**src/sqr_pkg.sv**
```systemverilog
// sqr_pkg: constants and carrier types for the sequencer status/control register group
`default_nettype none
package sqr_pkg;
   // register pointers seen by the serial front end
   localparam logic [7:0] OFF_LOG_FIRST = 8'h20;
   localparam logic [7:0] OFF_LOG_LAST = 8'h25;
   localparam logic [7:0] OFF_STATUS = 8'h26;
   localparam logic [7:0] OFF_VERSION = 8'h27;
   localparam logic [7:0] OFF_RAIL_HIGH = 8'h28;
   localparam logic [7:0] OFF_RAIL_LOW = 8'h29;
   localparam logic [7:0] OFF_LOCK = 8'h2E;
   localparam logic [7:0] OFF_RESTART = 8'h2F;
   localparam logic [7:0] OFF_WADDR_LOW = 8'h30;
   localparam logic [7:0] OFF_WADDR_HIGH = 8'h31;
   localparam logic [7:0] OFF_WDATA_LOW = 8'h32;
   localparam logic [7:0] OFF_WDATA_HIGH = 8'h33;
   localparam logic [7:0] OFF_FOREIGN_LAST = 8'h1F;
   // status and lock bit positions
   localparam int ST_BUS_FAULT = 7;
   localparam int ST_RAIL_FAULT = 6;
   localparam int ST_STORED_LOG = 5;
   localparam int ST_FW_FAULT = 4;
   localparam int ST_PARAM_FAULT = 3;
   localparam int LOCK_BIT = 0;
   // bus fault type codes
   localparam logic [1:0] FT_NONE = 2'h0;
   localparam logic [1:0] FT_BAD_ADDR = 2'h1;
   localparam logic [1:0] FT_READ = 2'h2;
   localparam logic [1:0] FT_WRITE = 2'h3;
   // restart command codes
   localparam logic [7:0] CMD_RESTART = 8'h00;
   localparam logic [7:0] CMD_SHUTDOWN = 8'hC0;
   // revision nibbles, arbitrary values
   localparam logic [3:0] REV_MAJOR = 4'h1;
   localparam logic [3:0] REV_MINOR = 4'h0;
   // reset values
   localparam logic [7:0] LOCK_RESET = 8'h00;
   localparam logic [15:0] WINDOW_RESET = 16'h0000;
   // stored error log window in internal memory
   localparam logic [15:0] LOG_BASE = 16'h1000;
   localparam logic [15:0] LOG_BYTES = 16'h0030;
   // timing
   localparam int CLK_PERIOD_PS = 25000;
   localparam int RESTART_DELAY_PS = 50000000;
   localparam int RESTART_CYCLES = (RESTART_DELAY_PS + CLK_PERIOD_PS - 1) / CLK_PERIOD_PS;
   localparam int RCNT_W = 12;

   typedef struct packed {
      logic start;
      logic [7:0] offset;
      logic wr;
      logic rd;
      logic [7:0] wdata;
   } sqr_acc_s;

   typedef struct packed {
      logic [7:0] rail_fault;
      logic fw_corrupt;
      logic param_invalid;
      logic log_nonempty;
      logic log_empty;
      logic [7:0] log_byte;
   } sqr_evt_s;
endpackage : sqr_pkg
`default_nettype wire

```
**src/sqr_regs.sv**
```systemverilog
// sqr_regs: status, fault mask, restart, lock and memory window registers
`default_nettype none
module sqr_regs (
   // clock and reset
   input wire logic core_clk,
   input wire logic rst_n,
   // byte access from the serial front end
   input wire sqr_pkg::sqr_acc_s acc,
   output logic [7:0] rd_data,
   output logic rd_valid,
   // events from the sequencing engine
   input wire sqr_pkg::sqr_evt_s evt,
   // configuration memory port
   output logic [15:0] cfg_addr,
   output logic [15:0] cfg_wdata,
   output logic cfg_wr,
   output logic cfg_rd,
   input wire logic cfg_rvalid,
   input wire logic [15:0] cfg_rdata,
   output logic log_window_sel,
   // system control
   output logic restart_req,
   output logic shutdown_req,
   output logic config_locked,
   output logic device_idle,
   output logic use_last_good
);

   localparam int RCNT_W_L = sqr_pkg::RCNT_W;

   typedef struct packed {
      logic bus_flag;
      logic [1:0] bus_type;
      logic rail_flag;
      logic stored_log;
      logic log_caught;
      logic fw_flag;
      logic param_flag;
      logic fw_hold;
      logic param_hold;
      logic [7:0] rail_mask;
      logic [7:0] lock;
      logic [15:0] waddr;
      logic [15:0] wdata;
      logic [7:0] ptr;
      logic [2:0] nbytes;
      logic [2:0] limit;
      logic [7:0] rd_data;
      logic rd_valid;
      logic [RCNT_W_L-1:0] rcnt;
      logic rarm;
      logic restart;
      logic shutdown;
      logic cfg_wr;
      logic cfg_rd;
   } sqr_state_s;

   sqr_state_s st_reg;
   sqr_state_s st_next;

   ////////////////////////////////////////////////////////////////////////////
   // decode helpers

   function automatic logic is_ours(input logic [7:0] p);
      is_ours = (p <= sqr_pkg::OFF_FOREIGN_LAST) ||
                (p >= sqr_pkg::OFF_LOG_FIRST && p <= sqr_pkg::OFF_RAIL_LOW) ||
                (p >= sqr_pkg::OFF_LOCK && p <= sqr_pkg::OFF_WDATA_HIGH);
   endfunction : is_ours

   // bytes a transfer may span from its first pointer
   function automatic logic [2:0] span(input logic [7:0] p);
      logic [7:0] d;
      d = sqr_pkg::OFF_LOG_LAST - p + 8'h01;
      if (p <= sqr_pkg::OFF_FOREIGN_LAST) begin
         span = 3'h7;
      end else if (p >= sqr_pkg::OFF_LOG_FIRST && p <= sqr_pkg::OFF_LOG_LAST) begin
         span = d[2:0];
      end else if (p == sqr_pkg::OFF_RAIL_HIGH || p == sqr_pkg::OFF_WADDR_LOW ||
                   p == sqr_pkg::OFF_WDATA_LOW) begin
         span = 3'h2;
      end else begin
         span = 3'h1;
      end
   endfunction : span

   // two-byte pairs wrap inside the pair
   function automatic logic [7:0] advance(input logic [7:0] p);
      if (p == sqr_pkg::OFF_RAIL_HIGH || p == sqr_pkg::OFF_RAIL_LOW ||
          p >= sqr_pkg::OFF_WADDR_LOW) begin
         advance = p ^ 8'h01;
      end else begin
         advance = p + 8'h01;
      end
   endfunction : advance

   ////////////////////////////////////////////////////////////////////////////
   // next state

   always_comb begin
      logic [7:0] status;
      logic st_rd;
      logic over;
      logic [7:0] rb;
      st_next = st_reg;
      status = 8'h00;
      st_rd = 1'b0;
      over = 1'b0;
      rb = 8'h00;
      st_next.rd_valid = 1'b0;
      st_next.restart = 1'b0;
      st_next.shutdown = 1'b0;
      st_next.cfg_wr = 1'b0;
      st_next.cfg_rd = 1'b0;

      status[sqr_pkg::ST_BUS_FAULT] = st_reg.bus_flag;
      status[sqr_pkg::ST_RAIL_FAULT] = st_reg.rail_flag;
      status[sqr_pkg::ST_STORED_LOG] = st_reg.stored_log;
      status[sqr_pkg::ST_FW_FAULT] = st_reg.fw_flag;
      status[sqr_pkg::ST_PARAM_FAULT] = st_reg.param_flag;
      status[1:0] = st_reg.bus_type;

      // stored-log flag taken once, the first edge after reset release
      if (!st_reg.log_caught) begin
         st_next.stored_log = evt.log_nonempty;
         st_next.log_caught = 1'b1;
      end

      if (acc.start) begin
         st_next.ptr = acc.offset;
         st_next.nbytes = 3'h0;
         st_next.limit = span(acc.offset);
      end else if (acc.rd || acc.wr) begin
         over = st_reg.nbytes >= st_reg.limit;
         st_next.ptr = advance(st_reg.ptr);
         if (!over) begin
            st_next.nbytes = st_reg.nbytes + 3'h1;
         end
      end

      ////////////////////////////////////////////////////////////////////////
      // reads: data out and clear-on-read
      if (acc.rd && !acc.start) begin
         case (st_reg.ptr)
            sqr_pkg::OFF_STATUS: begin
               rb = status;
               st_rd = !over;
            end
            sqr_pkg::OFF_VERSION: rb = {sqr_pkg::REV_MAJOR, sqr_pkg::REV_MINOR};
            sqr_pkg::OFF_RAIL_HIGH: rb = 8'h00;
            sqr_pkg::OFF_RAIL_LOW: begin
               rb = st_reg.rail_mask;
               if (!over) begin
                  st_next.rail_mask = 8'h00;
               end
            end
            sqr_pkg::OFF_LOCK: rb = st_reg.lock;
            sqr_pkg::OFF_WADDR_LOW: rb = st_reg.waddr[7:0];
            sqr_pkg::OFF_WADDR_HIGH: rb = st_reg.waddr[15:8];
            sqr_pkg::OFF_WDATA_LOW: rb = st_reg.wdata[7:0];
            sqr_pkg::OFF_WDATA_HIGH: rb = st_reg.wdata[15:8];
            default: begin
               // empty log reads back as the null alarm
               if (st_reg.ptr >= sqr_pkg::OFF_LOG_FIRST && st_reg.ptr <= sqr_pkg::OFF_LOG_LAST &&
                   !evt.log_empty) begin
                  rb = evt.log_byte;
               end else begin
                  rb = 8'h00;
               end
            end
         endcase
         st_next.rd_data = over ? 8'h00 : rb;
         st_next.rd_valid = 1'b1;
      end

      if (st_rd) begin
         st_next.bus_flag = 1'b0;
         st_next.bus_type = sqr_pkg::FT_NONE;
         st_next.rail_flag = 1'b0;
         st_next.fw_flag = 1'b0;
         st_next.param_flag = 1'b0;
      end

      ////////////////////////////////////////////////////////////////////////
      // writes
      if (acc.wr && !acc.start && !over) begin
         case (st_reg.ptr)
            sqr_pkg::OFF_LOCK: st_next.lock = acc.wdata;
            sqr_pkg::OFF_RESTART: begin
               if (acc.wdata == sqr_pkg::CMD_RESTART) begin
                  st_next.rarm = 1'b1;
                  st_next.rcnt = '0;
               end else if (acc.wdata == sqr_pkg::CMD_SHUTDOWN) begin
                  st_next.shutdown = 1'b1;
               end
               // any other code is dropped
            end
            sqr_pkg::OFF_WADDR_LOW: st_next.waddr[7:0] = acc.wdata;
            sqr_pkg::OFF_WADDR_HIGH: begin
               st_next.waddr[15:8] = acc.wdata;
               st_next.cfg_rd = 1'b1;
            end
            sqr_pkg::OFF_WDATA_LOW: st_next.wdata[7:0] = acc.wdata;
            sqr_pkg::OFF_WDATA_HIGH: begin
               st_next.wdata[15:8] = acc.wdata;
               st_next.cfg_wr = !st_reg.lock[sqr_pkg::LOCK_BIT];
            end
            default: st_next.lock = st_reg.lock;
         endcase
      end
      // fetched words land after the address is complete
      if (cfg_rvalid) begin
         st_next.wdata = cfg_rdata;
      end

      // restart waits so the acknowledge can finish
      if (st_reg.rarm) begin
         if (st_reg.rcnt == RCNT_W_L'(sqr_pkg::RESTART_CYCLES - 1)) begin
            st_next.rarm = 1'b0;
            st_next.restart = 1'b1;
         end else begin
            st_next.rcnt = st_reg.rcnt + RCNT_W_L'(1);
         end
      end

      ////////////////////////////////////////////////////////////////////////
      // event flags: a set in the clearing cycle wins
      if (acc.start && !is_ours(acc.offset)) begin
         st_next.bus_flag = 1'b1;
         st_next.bus_type = sqr_pkg::FT_BAD_ADDR;
      end else if (acc.rd && !acc.start &&
                   (over || st_reg.ptr == sqr_pkg::OFF_RESTART)) begin
         st_next.bus_flag = 1'b1;
         st_next.bus_type = sqr_pkg::FT_READ;
      end else if (acc.wr && !acc.start &&
                   (over || (st_reg.ptr >= sqr_pkg::OFF_LOG_FIRST &&
                             st_reg.ptr <= sqr_pkg::OFF_RAIL_LOW) ||
                    (st_reg.ptr == sqr_pkg::OFF_WDATA_HIGH &&
                     st_reg.lock[sqr_pkg::LOCK_BIT]))) begin
         st_next.bus_flag = 1'b1;
         st_next.bus_type = sqr_pkg::FT_WRITE;
      end
      if (|evt.rail_fault) begin
         st_next.rail_flag = 1'b1;
         st_next.rail_mask = st_next.rail_mask | evt.rail_fault;
      end
      if (evt.fw_corrupt) begin
         st_next.fw_flag = 1'b1;
         st_next.fw_hold = 1'b1;
      end
      if (evt.param_invalid) begin
         st_next.param_flag = 1'b1;
         st_next.param_hold = 1'b1;
      end
   end

   always_ff @(posedge core_clk or negedge rst_n) begin
      if (!rst_n) begin
         st_reg <= '0;
         st_reg.lock <= sqr_pkg::LOCK_RESET;
         st_reg.waddr <= sqr_pkg::WINDOW_RESET;
         st_reg.wdata <= sqr_pkg::WINDOW_RESET;
      end else begin
         st_reg <= st_next;
      end
   end

   ////////////////////////////////////////////////////////////////////////////
   // outputs from flops; log_window_sel is decoded from the window address
   assign rd_data = st_reg.rd_data;
   assign rd_valid = st_reg.rd_valid;
   assign cfg_addr = st_reg.waddr;
   assign cfg_wdata = st_reg.wdata;
   assign cfg_wr = st_reg.cfg_wr;
   assign cfg_rd = st_reg.cfg_rd;
   assign restart_req = st_reg.restart;
   assign shutdown_req = st_reg.shutdown;
   assign config_locked = st_reg.lock[sqr_pkg::LOCK_BIT];
   assign device_idle = st_reg.fw_hold;
   assign use_last_good = st_reg.param_hold;
   assign log_window_sel = (st_reg.waddr >= sqr_pkg::LOG_BASE) &&
      (st_reg.waddr < sqr_pkg::LOG_BASE + sqr_pkg::LOG_BYTES);

   logic [RCNT_W_L:0] arm_age;
   always_ff @(posedge core_clk or negedge rst_n) begin
      if (!rst_n) begin
         arm_age <= '0;
      end else if (st_next.rarm && !st_reg.rarm) begin
         arm_age <= '0;
      end else if (st_reg.rarm) begin
         arm_age <= arm_age + (RCNT_W_L + 1)'(1);
      end
   end
endmodule : sqr_regs
`default_nettype wire

```
**config.mk**
```make
export PLATFORM = sky130hd
export DESIGN_NAME = sqr_regs
export DESIGN_NICKNAME = d
export VERILOG_FILES = /design/src/sqr_pkg.sv /design/src/sqr_regs.sv
export SDC_FILE = /design/constraint.sdc
export NUM_CORES = 1
export LEC_CHECK = 0
export ABC_AREA = 1
export BUFFER_PORTS_ARGS = -buffer_cell sky130_fd_sc_hd__buf_2
export CORE_MARGIN = 5
export CORE_UTILIZATION = 56
export CTS_CLUSTER_SIZE = 8
export DETAILED_ROUTE_END_ITERATION = 16
export PLACE_DENSITY_LB_ADDON = 0.05
export SYNTH_ARGS = -nofsm -noshare
export SYNTH_HDL_FRONTEND = slang
export SYNTH_SLANG_ARGS = --single-unit
```
**constraint.sdc**
```tcl
create_clock -name core_clk -period 2.1 [get_ports core_clk]
set_input_delay 0.105 -clock core_clk [delete_from_list [all_inputs] [get_ports core_clk]]
set_output_delay 0.105 -clock core_clk [all_outputs]
set_load 0.02 [all_outputs]
```
==> flow_summary_export.csv, run 1 <==
group,metric,value,unit
worst_setup_path,worst-setup-path-type,"register to register",
power,power.leakage,3.56,nW
synthesis,async_reset_ff_frac,1.00,
power,combPwrFrac,0.279,
detailed_routing,vias_per_cell,5.33,
cells_and_area,stdcell_area,6810,sq um
clock_tree,cts_tree,"done",
worst_setup_path,critPathLaunchType,"register",
power,total_power,4.95,mW
cells_and_area,layout.nets,954,
synthesis,synth_edf_count,0,
worst_hold_path,min_from,"acc[7]",
global_routing,grt_pass1_wl,26.0,mm
die,start_util,0.570,
placed_design,pre_cts_slack,0.0729,ns
detailed_routing,ant_nets,0,
synthesis,synth_warnings,0,
global_routing,antenna_found_initial,0,
sta,drv_slew,0,
cells_and_area,drive_above_1_share,0.198,
worst_setup_path,r2r-end,"cfg_wdata[10]",
sta,fin_ws,0.135,ns
cells_and_area,fin_cells,1023,
power,peakVddDrop,0.594,mV
power,p_per_area,726,nW/um^2
power,switching_share,0.358,
global_routing,track_usage,0.255,
run,drv_cap,0,
die,pin_count,107,
worst_setup_path,cp_max_fo,10,
worst_setup_path,ff2ff_setup_slack,0.14,ns
sta,finalClockSkew,0.0132,ns
placed_design,portBuffers,106,
power,p_int,3.18,mW
detailed_routing,drc,0,
sta,tightest_slew,0.534,ns
detailed_routing,drt_wl_total,15.8,mm
die,row_count,37,
placed_design,hpwl,11.9,mm
placed_design,dp.cells,971,
detailed_routing,wl_per_cell,15.5,um
clock_tree,clock_latency,0.38,ns
cells_and_area,num_antenna_cells,0,
sta,timing.hold.ws,0.0198,ns
synthesis,syn_inst,774,
run_status,status,"finished clean",
synthesis,synth_cell_types,37,
worst_setup_path,critPathCaptureType,"register",
sta,rsz0062_at_grt,"yes",
cells_and_area,multiInputGateArea,2690,sq um
clock_tree,cts_buffer_depth,2,
synthesis,synth_seq_cells,98,
power,p_clk_frac,0.258,
cells_and_area,final-seq-area,2450,sq um
sta,setup_tns,0,ns
worst_setup_path,crit_arrival,2.29,ns
worst_setup_path,crit_required,2.42,ns
power,p_seq_frac,0.463,
synthesis,yosysSeqAreaShare,0.420,
cells_and_area,largest_register_ffs,50,
global_routing,grt_pass1_vias,5364,
synthesis,syn_area,5830,sq um
sta,period_needed,1.96,ns
cells_and_area,layout_commonest_cell,"nand2_1",
cells_and_area,post-route-util,0.666,
clock_tree,clkSlewWorstSetupHoldPaths,0.10,ns
die,core,10200,sq um
clock_tree,cts-buffers-inserted,9,
clock_tree,cts_max_level,3,
detailed_routing,dr.first_iter.drc_count,419,
detailed_routing,drtPass1Iterations,5,
sta,max_slew_margin,0.644,
worst_hold_path,hold_path.class,"input port to register",
clock_tree,cts_sinks,98,
global_routing,grt_max_degree,99,
cells_and_area,nFillCells,920,
synthesis,ys.flop_type,"dfrtp_1",
sta,final_hold_viol_count,0,
synthesis,syn_avg_cell_area,7.54,sq um
worst_setup_path,r2r_start,"st_reg[31]",
sta,fin_crit_sh,0.936,
die,dieArea,12600,sq um
synthesis,syn-num-nets,846,
die,die_w,112,um
worst_hold_path,hold_depth,3,
die,die_h,112,um
sta,max_freq,509,MHz
sta,setup_violations,0,
worst_setup_path,r2r_cells,10,
placed_design,gp_congestion,0.913,
detailed_routing,via_count,5449,
power,switchingPower,1.77,mW
global_routing,overflow,0,
placed_design,place_area,6250,sq um
cells_and_area,area_growth,16.8,%
clock_tree,cts-root-buf,"clkbuf_8",
cells_and_area,layout_common_cells,"174 x nand2_1, 134 x nand3_1, 105 x buf_2",
worst_hold_path,whs_endpoint,"cfg_addr[7]",
==> final cells by class <==
class                      count  area share
clock inverter                 3     0.00680
clock buffer                  13      0.0219
sequential                    98       0.360
multi-input combinational    532       0.395
tap                          136      0.0250
inverter                      91      0.0501
timing repair buffer         150       0.141
==> cell usage after synthesis, types with 2 or more instances <==
cell type	count	share of area
a21oi_1	23	0.020
and3_1	2	0.0021
buf_2	5	0.0043
buf_4	43	0.055
clkbuf_1	5	0.0032
dfrtp_1	98	0.42
ha_1	14	0.030
inv_1	79	0.051
inv_2	12	0.0077
nand2_1	174	0.11
nand2_2	9	0.0097
nand2_4	5	0.0097
nand3_1	135	0.12
nand4_1	6	0.0064
nor2_1	70	0.045
nor2_2	2	0.0021
nor2_4	11	0.021
nor3_1	8	0.0069
nor4_1	2	0.0021
o211ai_1	4	0.0051
o21a_1	2	0.0026
o21ai_0	36	0.031
o21ai_1	6	0.0051
o221ai_1	2	0.0030
o22ai_1	3	0.0032
or2_2	4	0.0043
xnor2_1	4	0.0060
==> worst max-delay path by stage <==
stage	startpoint	endpoint	slack, ns	cells past startpoint
2_1_floorplan	st_reg[31]	st_reg[15]	0.35	9
3_3_place_gp	st_reg[31]	st_reg[15]	0.16	9
3_5_place_dp	st_reg[31]	st_reg[15]	0.07	9
4_1_cts	st_reg[31]	st_reg[15]	0.08	9
5_1_grt	st_reg[36]	st_reg[95]	-0.01	12
6_report	st_reg[31]	cfg_wdata[10]	0.14	10
==> kinds of logic (layout without fill, tap and decap cells) <==
group / Yosys count / after routing / share of synthesized area
buffers and inverters: 145 / 257 / 0.122
other: 1 / 1 / 0.000643
adder cells (fa/ha/maj): 14 / 14 / 0.0300
flip-flops: 98 / 98 / 0.420
AND/OR/NAND/NOR: 431 / 432 / 0.344
XOR/XNOR: 5 / 5 / 0.00751
AO/OA/AOI/OAI: 79 / 79 / 0.0736
multiplexers: 1 / 1 / 0.00193
==> what timing repair did <==
action,CTS,global route
buffers inserted,0,0
setup endpoints to repair,0,23
hold buffers,35,0
resized for setup,0,3
endpoints found under the hold margin,135,0
==> critical path: stages (launching register included) <==
cell	delay (ns)
dfrtp_1	0.42
ha_1	0.31
a21oi_1	0.16
nand3_1	0.10
inv_1	0.14
nand2_4	0.14
inv_1	0.15
nand2_2	0.15
inv_2	0.17
nand2_1	0.09
nand3_1	0.08
==> routing by layer <==
metal  track usage  part of all wire  vias up
met5             0                 0        -
met4        0.0809             0.023        0
met3        0.0394             0.058       29
met1         0.359              0.46     2565
li1              -                 -     2676
met2         0.409              0.46      179
==> power groups by stage <==
stage          clock network, mW  logic [mW]  registers (mW)
6_report                    1.28        1.38            2.29
3_5_place_dp                   0        1.31            2.33
2_1_floorplan                  0        1.05            2.27
5_1_grt                     1.35        1.55            2.32
3_3_place_gp                   0        1.28            2.31
4_1_cts                     1.28        1.37            2.29
Note: power is estimated with default switching activity, not from simulation.
==> inputs of run 2 (changes only) <==
--- a/config.mk
+++ b/config.mk
@@ -8,7 +8,7 @@
 export ABC_AREA = 1
 export BUFFER_PORTS_ARGS = -buffer_cell sky130_fd_sc_hd__buf_2
 export CORE_MARGIN = 5
-export CORE_UTILIZATION = 56
+export CORE_UTILIZATION = 51
 export CTS_CLUSTER_SIZE = 8
 export DETAILED_ROUTE_END_ITERATION = 16
 export PLACE_DENSITY_LB_ADDON = 0.05
==> constraint.sdc (replaced) <==
create_clock -name core_clk -period 1.8 [get_ports core_clk]
set_input_delay 0.09 -clock core_clk [delete_from_list [all_inputs] [get_ports core_clk]]
set_output_delay 0.09 -clock core_clk [all_outputs]
set_load 0.02 [all_outputs]
==> run 2 against run 1 <==
  * Global-route usage is 0.55 points lower
  * Largest power group unchanged
  * Final area rose by 11%
  * Combinational power rose by 45%
  * Clock-buffer cell count fell by 2
  * Via count up 3.0%
  * Clock skew down 0.0028 ns
  * Maximum frequency increased by 12%
  * Wire length increased by 7.5%
  * Largest cell class unchanged
==> flow_summary_export.csv, run 2 (synthesis gave the netlist of run 1 again) <==
group,metric,value,unit
run_status,status,"finished clean",
power,peakVddDrop,0.748,mV
sta,tightest_slew,0.613,ns
cells_and_area,drive_above_1_share,0.301,
die,die_w,117,um
placed_design,dp.cells,1007,
worst_setup_path,worst-setup-path-type,"register to register",
clock_tree,cts-root-buf,"clkbuf_16",
clock_tree,cts_buffer_depth,2,
cells_and_area,layout.nets,995,
sta,fin_crit_sh,0.974,
sta,final_hold_viol_count,0,
sta,setup_violations,0,
worst_hold_path,hold_path.class,"input port to register",
die,die_h,117,um
clock_tree,clkSlewWorstSetupHoldPaths,0.07,ns
global_routing,grt_max_degree,43,
detailed_routing,via_count,5615,
placed_design,hpwl,12.7,mm
placed_design,portBuffers,106,
global_routing,track_usage,0.250,
cells_and_area,stdcell_area,7590,sq um
global_routing,overflow,0,
clock_tree,clock_latency,0.35,ns
placed_design,gp_congestion,0.879,
die,core,11300,sq um
sta,period_needed,1.75,ns
sta,max_slew_margin,0.591,
sta,finalClockSkew,0.0104,ns
placed_design,place_area,6520,sq um
sta,max_freq,571,MHz
detailed_routing,ant_nets,0,
power,power.leakage,3.88,nW
clock_tree,cts-buffers-inserted,9,
cells_and_area,num_antenna_cells,0,
detailed_routing,wl_per_cell,15.9,um
worst_setup_path,critPathLaunchType,"register",
sta,drv_slew,0,
clock_tree,cts_sinks,98,
die,pin_count,107,
die,dieArea,13700,sq um
cells_and_area,area_growth,30.1,%
detailed_routing,drtPass1Iterations,5,
global_routing,grt_pass1_wl,26.6,mm
detailed_routing,drt_wl_total,17.0,mm
global_routing,antenna_found_initial,0,
clock_tree,cts_tree,"done",
cells_and_area,layout_common_cells,"162 x nand2_1, 117 x nand3_1, 105 x buf_2",
worst_setup_path,crit_arrival,1.98,ns
placed_design,pre_cts_slack,-0.125,ns
worst_setup_path,cp_max_fo,8,
cells_and_area,layout_commonest_cell,"nand2_1",
die,row_count,39,
clock_tree,cts_max_level,3,
die,start_util,0.515,
global_routing,grt_pass1_vias,5200,
detailed_routing,drc,0,
detailed_routing,vias_per_cell,5.24,
sta,rsz0062_at_grt,"yes",
run,drv_cap,0,
worst_setup_path,critPathCaptureType,"register",
cells_and_area,largest_register_ffs,50,
worst_setup_path,crit_required,2.03,ns
detailed_routing,dr.first_iter.drc_count,489,
sta,fin_ws,0.0474,ns
cells_and_area,fin_cells,1071,
power,p_per_area,853,nW/um^2
==> run 2: per-layer routing <==
metal	part of all wire	GRT usage	wire length, um
met1	0.45	0.367	7740
met2	0.47	0.382	7960
met3	0.066	0.0452	1120
met4	0.012	0.0650	207
met5	0	0	0
==> run 2: worst max-delay path, stage by stage, from the launching register on <==
cell     delay (ns)
dfrtp_1        0.37
inv_2          0.08
ha_4           0.22
a21oi_2        0.13
nand3_2        0.10
inv_2          0.09
nand2_4        0.09
buf_6          0.15
nor2_4         0.15
inv_4          0.09
nand3_2        0.07
nand3_1        0.09
==> run 2: cell type report <==
cell class	count	area, sq um
clock buffers	11	233
clock inverters	5	28.8
fillers	974	3730
inverters	91	362
multi-input cells	531	2940
flip-flops and latches	98	2450
well taps	143	179
repair buffers	192	1390
==> run 2: through the flow <==
stage | utilization | hold WS, ns | setup TNS [ns] | power (mW)
floorplan | - | -0.206 | 0 | 3.87
global placement | 0.576 | 0.0671 | -0.933 | 4.36
detailed placement | 0.576 | 0.0805 | -1.48 | 4.40
CTS | 0.636 | 0.000227 | 0 | 6.28
global route | 0.670 | 0.00854 | -0.574 | 6.82
finish | 0.670 | 0.00489 | 0 | 6.47
==> run 2: where the power goes <==
part	total [mW]	leakage [nW]	switching (mW)	internal [mW]
Combinational	2.00	2.62	1.19	0.807
Sequential	2.70	1.13	0.235	2.46
Clock	1.78	0.133	0.845	0.934
==> run 2: what timing repair did <==
item,4_1_cts,5_1_grt
pin swaps,6,30
setup endpoints to repair,47,70
hold endpoints to repair,63,0
hold buffers,32,0
gates resized for setup,12,78
buffers inserted,7,9
==> run 2: path summary, 6_finish.rpt <==
| kind | start | to | slack (ns) | cells past startpoint |
|---|---|---|---|---|
| max in group asynchronous | rst_n | st_reg[6] | 0.95 | 3 |
| setup reg to reg | st_reg[28] | cfg_wdata[3] | 0.05 | 11 |
| setup / recovery | st_reg[28] | cfg_wdata[3] | 0.05 | 11 |
| hold / removal | acc[3] | cfg_addr[11] | 0.005 | 3 |
| hold reg to reg | device_idle | device_idle | 0.46 | 1 |
| min in group asynchronous | rst_n | st_reg[37] | 0.23 | 2 |
